## src/hdl/ewd_pkg.sv

```systemverilog
// Purpose: Shared constants and types for the extension word decoder
// Assumes: 16-bit instruction words, 20-bit operands
// Notes: Field positions refer to the prefix word or the word after it
package ewd_pkg;
  // Prefix op-code field, words 1800h..1fffh
  localparam logic [4:0] EWD_PREFIX_CODE = 5'h03;
  localparam int EWD_CODE_MSB = 15;
  localparam int EWD_CODE_LSB = 11;
  // Prefix fields
  localparam int EWD_ZC_BIT = 8;
  localparam int EWD_RPT_BIT = 7;
  localparam int EWD_AL_BIT = 6;
  localparam int EWD_SRC_HI_LSB = 7;
  localparam int EWD_DST_HI_LSB = 0;
  localparam int EWD_CNT_LSB = 0;
  // Following instruction fields
  localparam int EWD_BW_BIT = 6;
  localparam int EWD_AD_BIT = 7;
  localparam int EWD_AS_LSB = 4;
  localparam int EWD_OPC_LSB = 12;
  localparam logic [5:0] EWD_FMT2_CODE = 6'h04;
  localparam logic [2:0] EWD_F2_SWAP = 3'h1;
  localparam logic [2:0] EWD_F2_SEXT = 3'h3;
  // Reset values
  localparam logic [15:0] EWD_PREFIX_RST = 16'h0000;
  localparam logic [19:0] EWD_DATA_RST = 20'h00000;
  localparam logic [4:0] EWD_REP_RST = 5'h01;

  typedef enum logic [1:0] {
    EWD_W16 = 2'h0,
    EWD_W8 = 2'h1,
    EWD_W20 = 2'h2
  } ewd_width_t;

  typedef enum logic [3:0] {
    EWD_MOV = 4'h4, EWD_ADD = 4'h5, EWD_ADDC = 4'h6, EWD_SUBC = 4'h7,
    EWD_SUB = 4'h8, EWD_CMP = 4'h9, EWD_DADD = 4'ha, EWD_BIT = 4'hb,
    EWD_BIC = 4'hc, EWD_BIS = 4'hd, EWD_XOR = 4'he, EWD_AND = 4'hf
  } ewd_op_t;

  typedef enum logic [1:0] {
    EWD_IDLE = 2'h0,
    EWD_HOLD = 2'h1,
    EWD_EXEC = 2'h3
  } ewd_state_t;
endpackage
```

## src/hdl/ewd_alu.sv

```systemverilog
// Purpose: Flag and result logic of the twelve widened two-operand operations
// Assumes: Carry input already chosen by the caller
// Notes: Purely combinational
`timescale 1ns/100ps
module ewd_alu (
  input wire ewd_pkg::ewd_op_t i_op,
  input wire ewd_pkg::ewd_width_t i_width,
  input wire logic [19:0] i_src,
  input wire logic [19:0] i_dst,
  input wire logic i_carry_in,
  output logic [19:0] o_result,
  output logic o_v,
  output logic o_n,
  output logic o_z,
  output logic o_c,
  output logic o_write,
  output logic [3:0] o_update
);
  import ewd_pkg::*;
  logic [19:0] mask;
  logic [19:0] s_m;
  logic [19:0] s_add;
  logic [19:0] d_m;
  logic [19:0] bcd;
  logic [20:0] sum;
  logic [5:0] dcar;
  logic [4:0] msb;
  logic cin;
  logic is_sub;
  logic dec_c;

  // Decimal digits, carry rippling upward
  assign dcar[0] = i_carry_in;
  genvar g;
  for (g = 0; g < 5; g++) begin : g_digit
    logic [4:0] raw;
    assign raw = {1'b0, d_m[4*g+3:4*g]} + {1'b0, s_m[4*g+3:4*g]} + {4'h0, dcar[g]};
    assign dcar[g+1] = raw > 5'd9;
    assign bcd[4*g+3:4*g] = dcar[g+1] ? 4'(raw + 5'd6) : raw[3:0];
  end

  // Width, operand shaping and flags
  always_comb begin
    case (i_width)
      EWD_W8: begin
        mask = 20'h000ff;
        msb = 5'd7;
        dec_c = dcar[2];
      end
      EWD_W16: begin
        mask = 20'h0ffff;
        msb = 5'd15;
        dec_c = dcar[4];
      end
      default: begin
        mask = 20'hfffff;
        msb = 5'd19;
        dec_c = dcar[5];
      end
    endcase
    d_m = i_dst & mask;
    s_m = i_src & mask;
    is_sub = (i_op == EWD_SUB) || (i_op == EWD_SUBC) || (i_op == EWD_CMP);
    s_add = is_sub ? (~i_src & mask) : s_m;
    cin = (i_op == EWD_SUB) || (i_op == EWD_CMP) ||
          (((i_op == EWD_ADDC) || (i_op == EWD_SUBC)) && i_carry_in);
    sum = {1'b0, d_m} + {1'b0, s_add} + {20'h00000, cin};
    o_result = sum[19:0] & mask;
    o_write = 1'b1;
    o_update = 4'hf;
    o_c = sum[msb+1];
    case (i_op)
      EWD_MOV: begin
        o_result = s_m;
        o_update = 4'h0;
      end
      EWD_CMP: o_write = 1'b0;
      EWD_DADD: o_result = bcd & mask;
      EWD_BIT: begin
        o_result = s_m & d_m;
        o_write = 1'b0;
      end
      EWD_BIC: begin
        o_result = ~i_src & d_m;
        o_update = 4'h0;
      end
      EWD_BIS: begin
        o_result = s_m | d_m;
        o_update = 4'h0;
      end
      EWD_XOR: o_result = s_m ^ d_m;
      EWD_AND: o_result = s_m & d_m;
      default: begin
      end
    endcase
    o_n = o_result[msb];
    o_z = (o_result == 20'h00000);
    o_v = (s_add[msb] == d_m[msb]) && (o_result[msb] != d_m[msb]);
    case (i_op)
      EWD_DADD: begin
        o_c = dec_c;
        o_v = 1'b0;
      end
      EWD_BIT, EWD_AND: begin
        o_c = !o_z;
        o_v = 1'b0;
      end
      EWD_XOR: begin
        o_c = !o_z;
        o_v = s_m[msb] && d_m[msb];
      end
      default: begin
      end
    endcase
  end
endmodule // ewd_alu

```

## src/hdl/ewd_decoder.sv

```systemverilog
// Purpose: Catches the prefix word and widens the instruction after it
// Assumes: Words come from program memory on i_clock, no resync needed
// Notes: Words offered while o_busy is high are not taken
`timescale 1ns/100ps
module ewd_decoder (
  input wire logic i_clock,
  input wire logic i_reset_n,
  input wire logic i_word_valid,
  input wire logic [15:0] i_word,
  input wire logic [3:0] i_count_reg_low,
  input wire logic [19:0] i_src_value,
  input wire logic [19:0] i_dst_value,
  input wire logic i_carry,
  output logic o_busy,
  output logic [3:0] o_count_reg_index,
  output logic o_decode_valid,
  output logic o_reg_mode,
  output ewd_pkg::ewd_width_t o_width,
  output logic o_width_reserved,
  output logic o_carry_zero,
  output logic [4:0] o_repeat_n,
  output logic [3:0] o_src_high,
  output logic [3:0] o_dst_high,
  output logic o_src_two_words,
  output logic o_dst_two_words,
  output logic o_exec_valid,
  output ewd_pkg::ewd_op_t o_exec_op,
  output logic o_exec_last,
  output logic [19:0] o_result,
  output logic o_write_back,
  output logic [3:0] o_flag_update,
  output logic o_flag_v,
  output logic o_flag_n,
  output logic o_flag_z,
  output logic o_flag_c
);
  import ewd_pkg::*;
  ewd_state_t state_q;
  logic [15:0] prefix_q;
  logic [4:0] left_q;
  logic first_q;
  logic [19:0] acc_q;
  logic carry_q;
  logic is_prefix;
  logic take;
  logic go;
  logic fmt1;
  logic fmt2;
  logic swap_ext;
  logic reg_mode;
  logic al;
  logic bw;
  logic [1:0] as_mode;
  logic ad_mode;
  ewd_width_t width_d;
  logic reserved_d;
  logic [3:0] count_d;
  logic start_d;
  logic [19:0] alu_dst;
  logic alu_cin;
  logic [19:0] alu_res;
  logic alu_v;
  logic alu_n;
  logic alu_z;
  logic alu_c;
  logic alu_write;
  logic [3:0] alu_update;

  // Prefix recognition on the op-code field alone
  assign is_prefix = (i_word[EWD_CODE_MSB:EWD_CODE_LSB] == EWD_PREFIX_CODE);
  assign take = i_word_valid && !o_busy;
  assign go = (state_q == EWD_HOLD) && take && !is_prefix;

  // Classify the word after the prefix
  always_comb begin
    fmt1 = (i_word[15:EWD_OPC_LSB] >= 4'h4);
    fmt2 = (i_word[15:10] == EWD_FMT2_CODE);
    swap_ext = fmt2 && ((i_word[9:7] == EWD_F2_SWAP) || (i_word[9:7] == EWD_F2_SEXT));
    as_mode = i_word[EWD_AS_LSB+1:EWD_AS_LSB];
    ad_mode = i_word[EWD_AD_BIT];
    reg_mode = fmt1 ? (as_mode == 2'h0) && !ad_mode : (as_mode == 2'h0);
    al = prefix_q[EWD_AL_BIT];
    bw = i_word[EWD_BW_BIT];
    width_d = EWD_W16;
    reserved_d = 1'b0;
    if (swap_ext) begin
      // Only 00 and 10 are meaningful here
      if (!al && !bw) begin
        width_d = EWD_W20;
      end else if (al && !bw) begin
        width_d = EWD_W16;
      end else begin
        reserved_d = 1'b1;
      end
    end else begin
      case ({al, bw})
        2'b01: width_d = EWD_W20;
        2'b10: width_d = EWD_W16;
        2'b11: width_d = EWD_W8;
        default: reserved_d = 1'b1;
      endcase
    end
    // Register count read through the index captured with the prefix
    count_d = prefix_q[EWD_RPT_BIT] ? i_count_reg_low :
              prefix_q[EWD_CNT_LSB+3:EWD_CNT_LSB];
    if (!reg_mode) begin
      count_d = 4'h0; // Address layout has no repeat field
    end
    start_d = fmt1 && !reserved_d;
  end

  // Sequencer: wait for prefix, hold it one word, then repeat
  always_ff @(posedge i_clock) begin
    if (!i_reset_n) begin
      state_q <= EWD_IDLE;
    end else begin
      case (state_q)
        EWD_IDLE: begin
          if (take && is_prefix) begin
            state_q <= EWD_HOLD;
          end
        end
        EWD_HOLD: begin
          if (go) begin
            state_q <= start_d ? EWD_EXEC : EWD_IDLE;
          end
        end
        EWD_EXEC: begin
          if (left_q == 5'h01) begin
            state_q <= EWD_IDLE;
          end
        end
        default: state_q <= EWD_IDLE;
      endcase
    end
  end

  // Prefix store; wiped once the next word is used so it never leaks
  always_ff @(posedge i_clock) begin
    if (!i_reset_n) begin
      prefix_q <= EWD_PREFIX_RST;
      o_count_reg_index <= 4'h0;
    end else if (take && is_prefix && (state_q != EWD_EXEC)) begin
      prefix_q <= i_word;
      o_count_reg_index <= i_word[EWD_CNT_LSB+3:EWD_CNT_LSB];
    end else if (go) begin
      prefix_q <= EWD_PREFIX_RST;
    end
  end

  // Decode result, one pulse per prefixed instruction
  always_ff @(posedge i_clock) begin
    if (!i_reset_n) begin
      o_decode_valid <= 1'b0;
      o_reg_mode <= 1'b0;
      o_width <= EWD_W16;
      o_width_reserved <= 1'b0;
      o_carry_zero <= 1'b0;
      o_repeat_n <= EWD_REP_RST;
      o_src_high <= 4'h0;
      o_dst_high <= 4'h0;
      o_src_two_words <= 1'b0;
      o_dst_two_words <= 1'b0;
    end else begin
      o_decode_valid <= go;
      if (go) begin
        o_reg_mode <= reg_mode;
        o_width <= width_d;
        o_width_reserved <= reserved_d;
        // Bits 5:4 of the prefix are never looked at; bits 10:9 only feed o_src_high in the address layout
        o_carry_zero <= reg_mode && prefix_q[EWD_ZC_BIT];
        o_repeat_n <= {1'b0, count_d} + 5'h01;
        o_src_high <= reg_mode ? 4'h0 : prefix_q[EWD_SRC_HI_LSB+3:EWD_SRC_HI_LSB];
        o_dst_high <= reg_mode ? 4'h0 : prefix_q[EWD_DST_HI_LSB+3:EWD_DST_HI_LSB];
        // Wide operand held in memory spans two words
        o_src_two_words <= (width_d == EWD_W20) && !reserved_d && fmt1 &&
                           (as_mode != 2'h0);
        o_dst_two_words <= (width_d == EWD_W20) && !reserved_d &&
                           (fmt1 ? ad_mode : (fmt2 && (as_mode != 2'h0)));
      end
    end
  end

  // Operation latch and repeat counter
  always_ff @(posedge i_clock) begin
    if (!i_reset_n) begin
      o_exec_op <= EWD_MOV;
      left_q <= 5'h00;
      first_q <= 1'b0;
    end else if (go) begin
      o_exec_op <= ewd_op_t'(i_word[15:EWD_OPC_LSB]);
      left_q <= {1'b0, count_d} + 5'h01;
      first_q <= 1'b1;
    end else if (state_q == EWD_EXEC) begin
      left_q <= left_q - 5'h01;
      first_q <= 1'b0;
    end
  end

  // Repeats chain on their own result and carry
  assign alu_dst = first_q ? i_dst_value : acc_q;
  assign alu_cin = o_carry_zero ? 1'b0 : (first_q ? i_carry : carry_q);

  ewd_alu u_alu (
    .i_op(o_exec_op),
    .i_width(o_width),
    .i_src(i_src_value),
    .i_dst(alu_dst),
    .i_carry_in(alu_cin),
    .o_result(alu_res),
    .o_v(alu_v),
    .o_n(alu_n),
    .o_z(alu_z),
    .o_c(alu_c),
    .o_write(alu_write),
    .o_update(alu_update)
  );

  // Execution outputs, one pulse per repetition
  always_ff @(posedge i_clock) begin
    if (!i_reset_n) begin
      o_exec_valid <= 1'b0;
      o_exec_last <= 1'b0;
      o_result <= EWD_DATA_RST;
      o_write_back <= 1'b0;
      o_flag_update <= 4'h0;
      o_flag_v <= 1'b0;
      o_flag_n <= 1'b0;
      o_flag_z <= 1'b0;
      o_flag_c <= 1'b0;
    end else begin
      o_exec_valid <= (state_q == EWD_EXEC);
      o_exec_last <= (state_q == EWD_EXEC) && (left_q == 5'h01);
      if (state_q == EWD_EXEC) begin
        o_result <= alu_res;
        o_write_back <= alu_write;
        o_flag_update <= alu_update;
        o_flag_v <= alu_v;
        o_flag_n <= alu_n;
        o_flag_z <= alu_z;
        o_flag_c <= alu_c;
      end
    end
  end

  // Running destination and carry between repetitions
  always_ff @(posedge i_clock) begin
    if (!i_reset_n) begin
      acc_q <= EWD_DATA_RST;
      carry_q <= 1'b0;
    end else if (state_q == EWD_EXEC) begin
      acc_q <= alu_write ? alu_res : alu_dst;
      carry_q <= alu_update[0] ? alu_c : alu_cin;
    end
  end

  // Busy while repeating; the memory must hold its word
  always_ff @(posedge i_clock) begin
    if (!i_reset_n) begin
      o_busy <= 1'b0;
    end else begin
      o_busy <= (go && start_d) || ((state_q == EWD_EXEC) && (left_q != 5'h01));
    end
  end

  // Executions counted since the start, for the repeat check
  logic [4:0] seen_q;
  always_ff @(posedge i_clock) begin
    if (!i_reset_n || go) begin
      seen_q <= 5'h00;
    end else if (o_exec_valid) begin
      seen_q <= seen_q + 5'h01;
    end
  end
endmodule // ewd_decoder

```

## config.mk

```make
export PLATFORM = sky130hd
export DESIGN_NAME = ewd_decoder
export DESIGN_NICKNAME = d
export VERILOG_FILES = /design/src/hdl/ewd_pkg.sv /design/src/hdl/ewd_alu.sv /design/src/hdl/ewd_decoder.sv
export SDC_FILE = /design/constraint.sdc
export NUM_CORES = 1
export LEC_CHECK = 0
export ABC_AREA = 1
export BUFFER_PORTS_ARGS = -buffer_cell sky130_fd_sc_hd__buf_4
export CAP_MARGIN = 20
export CORE_ASPECT_RATIO = 0.8
export CORE_MARGIN = 5
export CORE_UTILIZATION = 45
export CTS_CLUSTER_SIZE = 20
export DETAILED_ROUTE_END_ITERATION = 8
export PLACE_DENSITY = 0.74
export SYNTH_ARGS = -nofsm -noshare
export SYNTH_HDL_FRONTEND = slang
export SYNTH_HIERARCHICAL = 1
export SYNTH_SLANG_ARGS = --single-unit
```

## constraint.sdc

```tcl
create_clock -name i_clock -period 8.9 [get_ports i_clock]
set_input_delay 0.445 -clock i_clock [delete_from_list [all_inputs] [get_ports i_clock]]
set_output_delay 0.445 -clock i_clock [all_outputs]
set_load 0.01 [all_outputs]
```

==> results.sh <==
export IMPL_status="complete, but fails checks"
export IMPL_violations="negative setup slack"
export IMPL_die_area_um2=23000
export IMPL_cts_hold_buffers=0
export IMPL_max_freq_mhz=110
export IMPL_max_stage_delay_ns=0.60
export IMPL_vias=10463
export IMPL_post_route_min_period_ns=9.07
export IMPL_die_h_um=137
export IMPL_track_usage_pct=25.8
export IMPL_core_area_um2=19800
export IMPL_ys_types=47
export IMPL_antenna_left=0
export IMPL_yosysMostFrequentCell="nand2_1"
export IMPL_final_nets=1803
export IMPL_period_share_pct=102
export IMPL_crit_top_cell="inv_2"
export IMPL_rsz0062_at_grt="true"
export IMPL_htreeDepth=3
export IMPL_slew_limit_headroom_pct=29.1
export IMPL_syn_to_final_growth_pct=25.1
export IMPL_end_kind="flop"
export IMPL_netlist_top_cells_count="nand2_1 (397), inv_1 (209), nor2_1 (142)"
export IMPL_cap_violations=0
export IMPL_cts_buffers=9
export IMPL_crit_fanout=5
export IMPL_avgSynthCellArea_um2=6.09
export IMPL_clock_root_buffer="clkbuf_16"
export IMPL_n_antenna_cell=0
export IMPL_synth_cells=1483
export IMPL_grt_antenna_before_repair=0
export IMPL_drt_total_wl_um=31300
export IMPL_cpMaxStageDelayCell="fa_2"
export IMPL_cp_start_kind="flop"
export IMPL_drt_iter0_markers=909
export IMPL_synth_seq_area_share_pct=21.9
export IMPL_yosys_warnings=6
export IMPL_synth_area_leaders="dfxtp_1 (22%), nand2_1 (16%), ha_1 (9.0%)"
export IMPL_grt_pass1_wl_um=48700
export IMPL_firstDrtPassIters=7
export IMPL_p_leak_nw=5.72
export IMPL_ir_worst_vdd_mv=0.0875
export IMPL_setup_viol=2
export IMPL_syn_num_nets=1624
export IMPL_pin_count=125
export IMPL_path_clk_slew_ns=0.07
export IMPL_rows=46
export IMPL_place_congestion=0.997
export IMPL_drive_gt1_share_pct=21.5
export IMPL_syn_area_um2=9040
export IMPL_nFillCells=1982
export IMPL_wire_per_inst_um=16.2
export IMPL_worst_slew_pin_slew_ns=1.06
export IMPL_drv_slew=0
export IMPL_die_x_um=168
export IMPL_synthFlopType="dfxtp_1"
export IMPL_grt_pass1_vias=9538
export IMPL_overflow=0
export IMPL_dpl_cell_count=1870
export IMPL_drc=0
export IMPL_yosys_area_top_type_share_pct=21.9
export IMPL_ys_ff_latch=99
export IMPL_critPathRequiredTime_ns=9.08
export IMPL_layout_cells_non_filler=1930
export IMPL_arrival_ns=9.25
export IMPL_hold_path_class="in2reg"
export IMPL_skew_ns=0.0108
export IMPL_portBuffers=124
export IMPL_cts_sinks=99
export IMPL_insertion_delay_ns=0.35
export IMPL_final_hold_viol_count=0
export IMPL_grt_max_degree=70
export IMPL_power_density_nw_per_um2=140
export IMPL_critPathKind="reg2reg"
export IMPL_async_reset_ff_share_pct=0
export IMPL_initial_utilization_pct=45.6
export IMPL_clk_path_buf_depth=2
export IMPL_synth_top_area_cell="dfxtp_1"
export IMPL_hpwl_um=23100
export IMPL_dp_slack_ns=-0.622
export IMPL_setup_ws_ns=-0.168
export IMPL_cts_tree="built"
export IMPL_synth_edf_count=0
export IMPL_viasPerCell=5.42
critical path, delay by kind of cell (launching register included):
family	cells	cell delay, ns
DFF	1	0.39
AOI/OAI and AO/OA	9	0.87
buffers and inverters	22	1.40
adders and majority gates	14	4.49
and+or+nand+nor	24	1.74
per-stage QoR:
stage,instance area [um2],hold WS (ns),power [mW],utilization [%],TNS [ns]
floorplan,9080,0.443,0.877,-,0
global placement,10400,0.453,1.08,52.8,-1.20
detailed placement,10500,0.454,1.09,52.9,-3.70
CTS,11000,0.347,1.51,55.5,-0.0755
global route,11300,0.359,1.67,57.1,-4.17
finish,11300,0.354,1.58,57.1,-0.216
sequential cells by signal (all words and copies together), names as in the netlist, 2 cells and up:
register and cells:
o_src_high 4, o_count_reg_index 4, state_q 2, prefix_q 9, left_q 5, o_dst_high 4
o_repeat_n 5, acc_q 20, o_exec_op 4, o_width 2, o_result 20, o_flag_update 4
worst paths after layout:
path,from,to,slack (ns),cells after the start
max,first_q,carry_q,-0.17,69
min,i_word[13],o_exec_op[1],0.35,3
max reg2reg,first_q,carry_q,-0.17,69
min reg2reg,o_count_reg_index[3],o_count_reg_index[3],0.46,2
layout by cell type, fill, tap and decap left out, types with 5 or more instances in the layout:
cell / instances
inv_2: 36
clkbuf_16: 9
and2_1: 18
o21ai_2: 5
fa_2: 10
nand3b_1: 5
ha_4: 5
a221oi_1: 6
o211ai_1: 25
o21ai_0: 64
buf_4: 224
inv_1: 184
nor3_1: 7
nand2_2: 30
nand3_1: 123
ha_1: 60
a21oi_2: 5
a211oi_1: 5
xor2_1: 14
o22ai_1: 19
nand4_1: 8
nor2_1: 140
nand2_1: 375
dfxtp_1: 98
a21oi_1: 124
o21ai_1: 14
power breakdown:
| part | internal, mW | switching, mW | total [mW] | leakage, nW |
|---|---|---|---|---|
| sequential | 0.453 | 0.0122 | 0.466 | 0.799 |
| clock | 0.204 | 0.176 | 0.380 | 0.131 |
| combinational | 0.293 | 0.438 | 0.731 | 4.79 |
| total | 0.951 | 0.626 | 1.58 | 5.72 |
what timing repair did:
action                                  in CTS  in global routing
resized for setup                           23                 54
endpoints found under the hold margin        0                  0
pin swaps                                   19                 43
setup buffers                               27                 20
endpoints found under the setup margin      11                 11
metal layers:
layer  up-vias  global-route usage [%]  wire (um)
li1       5141                       -          -
met1      4814                    36.1      14200
met2       443                    41.3      13800
met3        65                    4.50       2480
met4         0                    6.76        701
met5         -                       0          0
area by class of cell:
type,count,area [um2],share of cell area (%)
clock inverter,3,23.8,0.210
timing repair buffer,226,1720,15.2
multi-input combinational,1103,6140,54.3
clock buffer,12,256,2.27
tap,264,330,2.92
inverter,223,845,7.47
sequential,99,1990,17.6
logic make-up (layout without fill, tap and decap cells):
family,after synthesis,count (layout),share of synthesized area (%)
flops,99,99,21.9
xor+xnor,17,17,1.65
simple gates,726,726,34.4
compound gates,283,283,17.7
fa+ha+maj,77,77,11.7
buf+inv,281,464,12.7
Note: power is estimated with default switching activity, not from simulation.
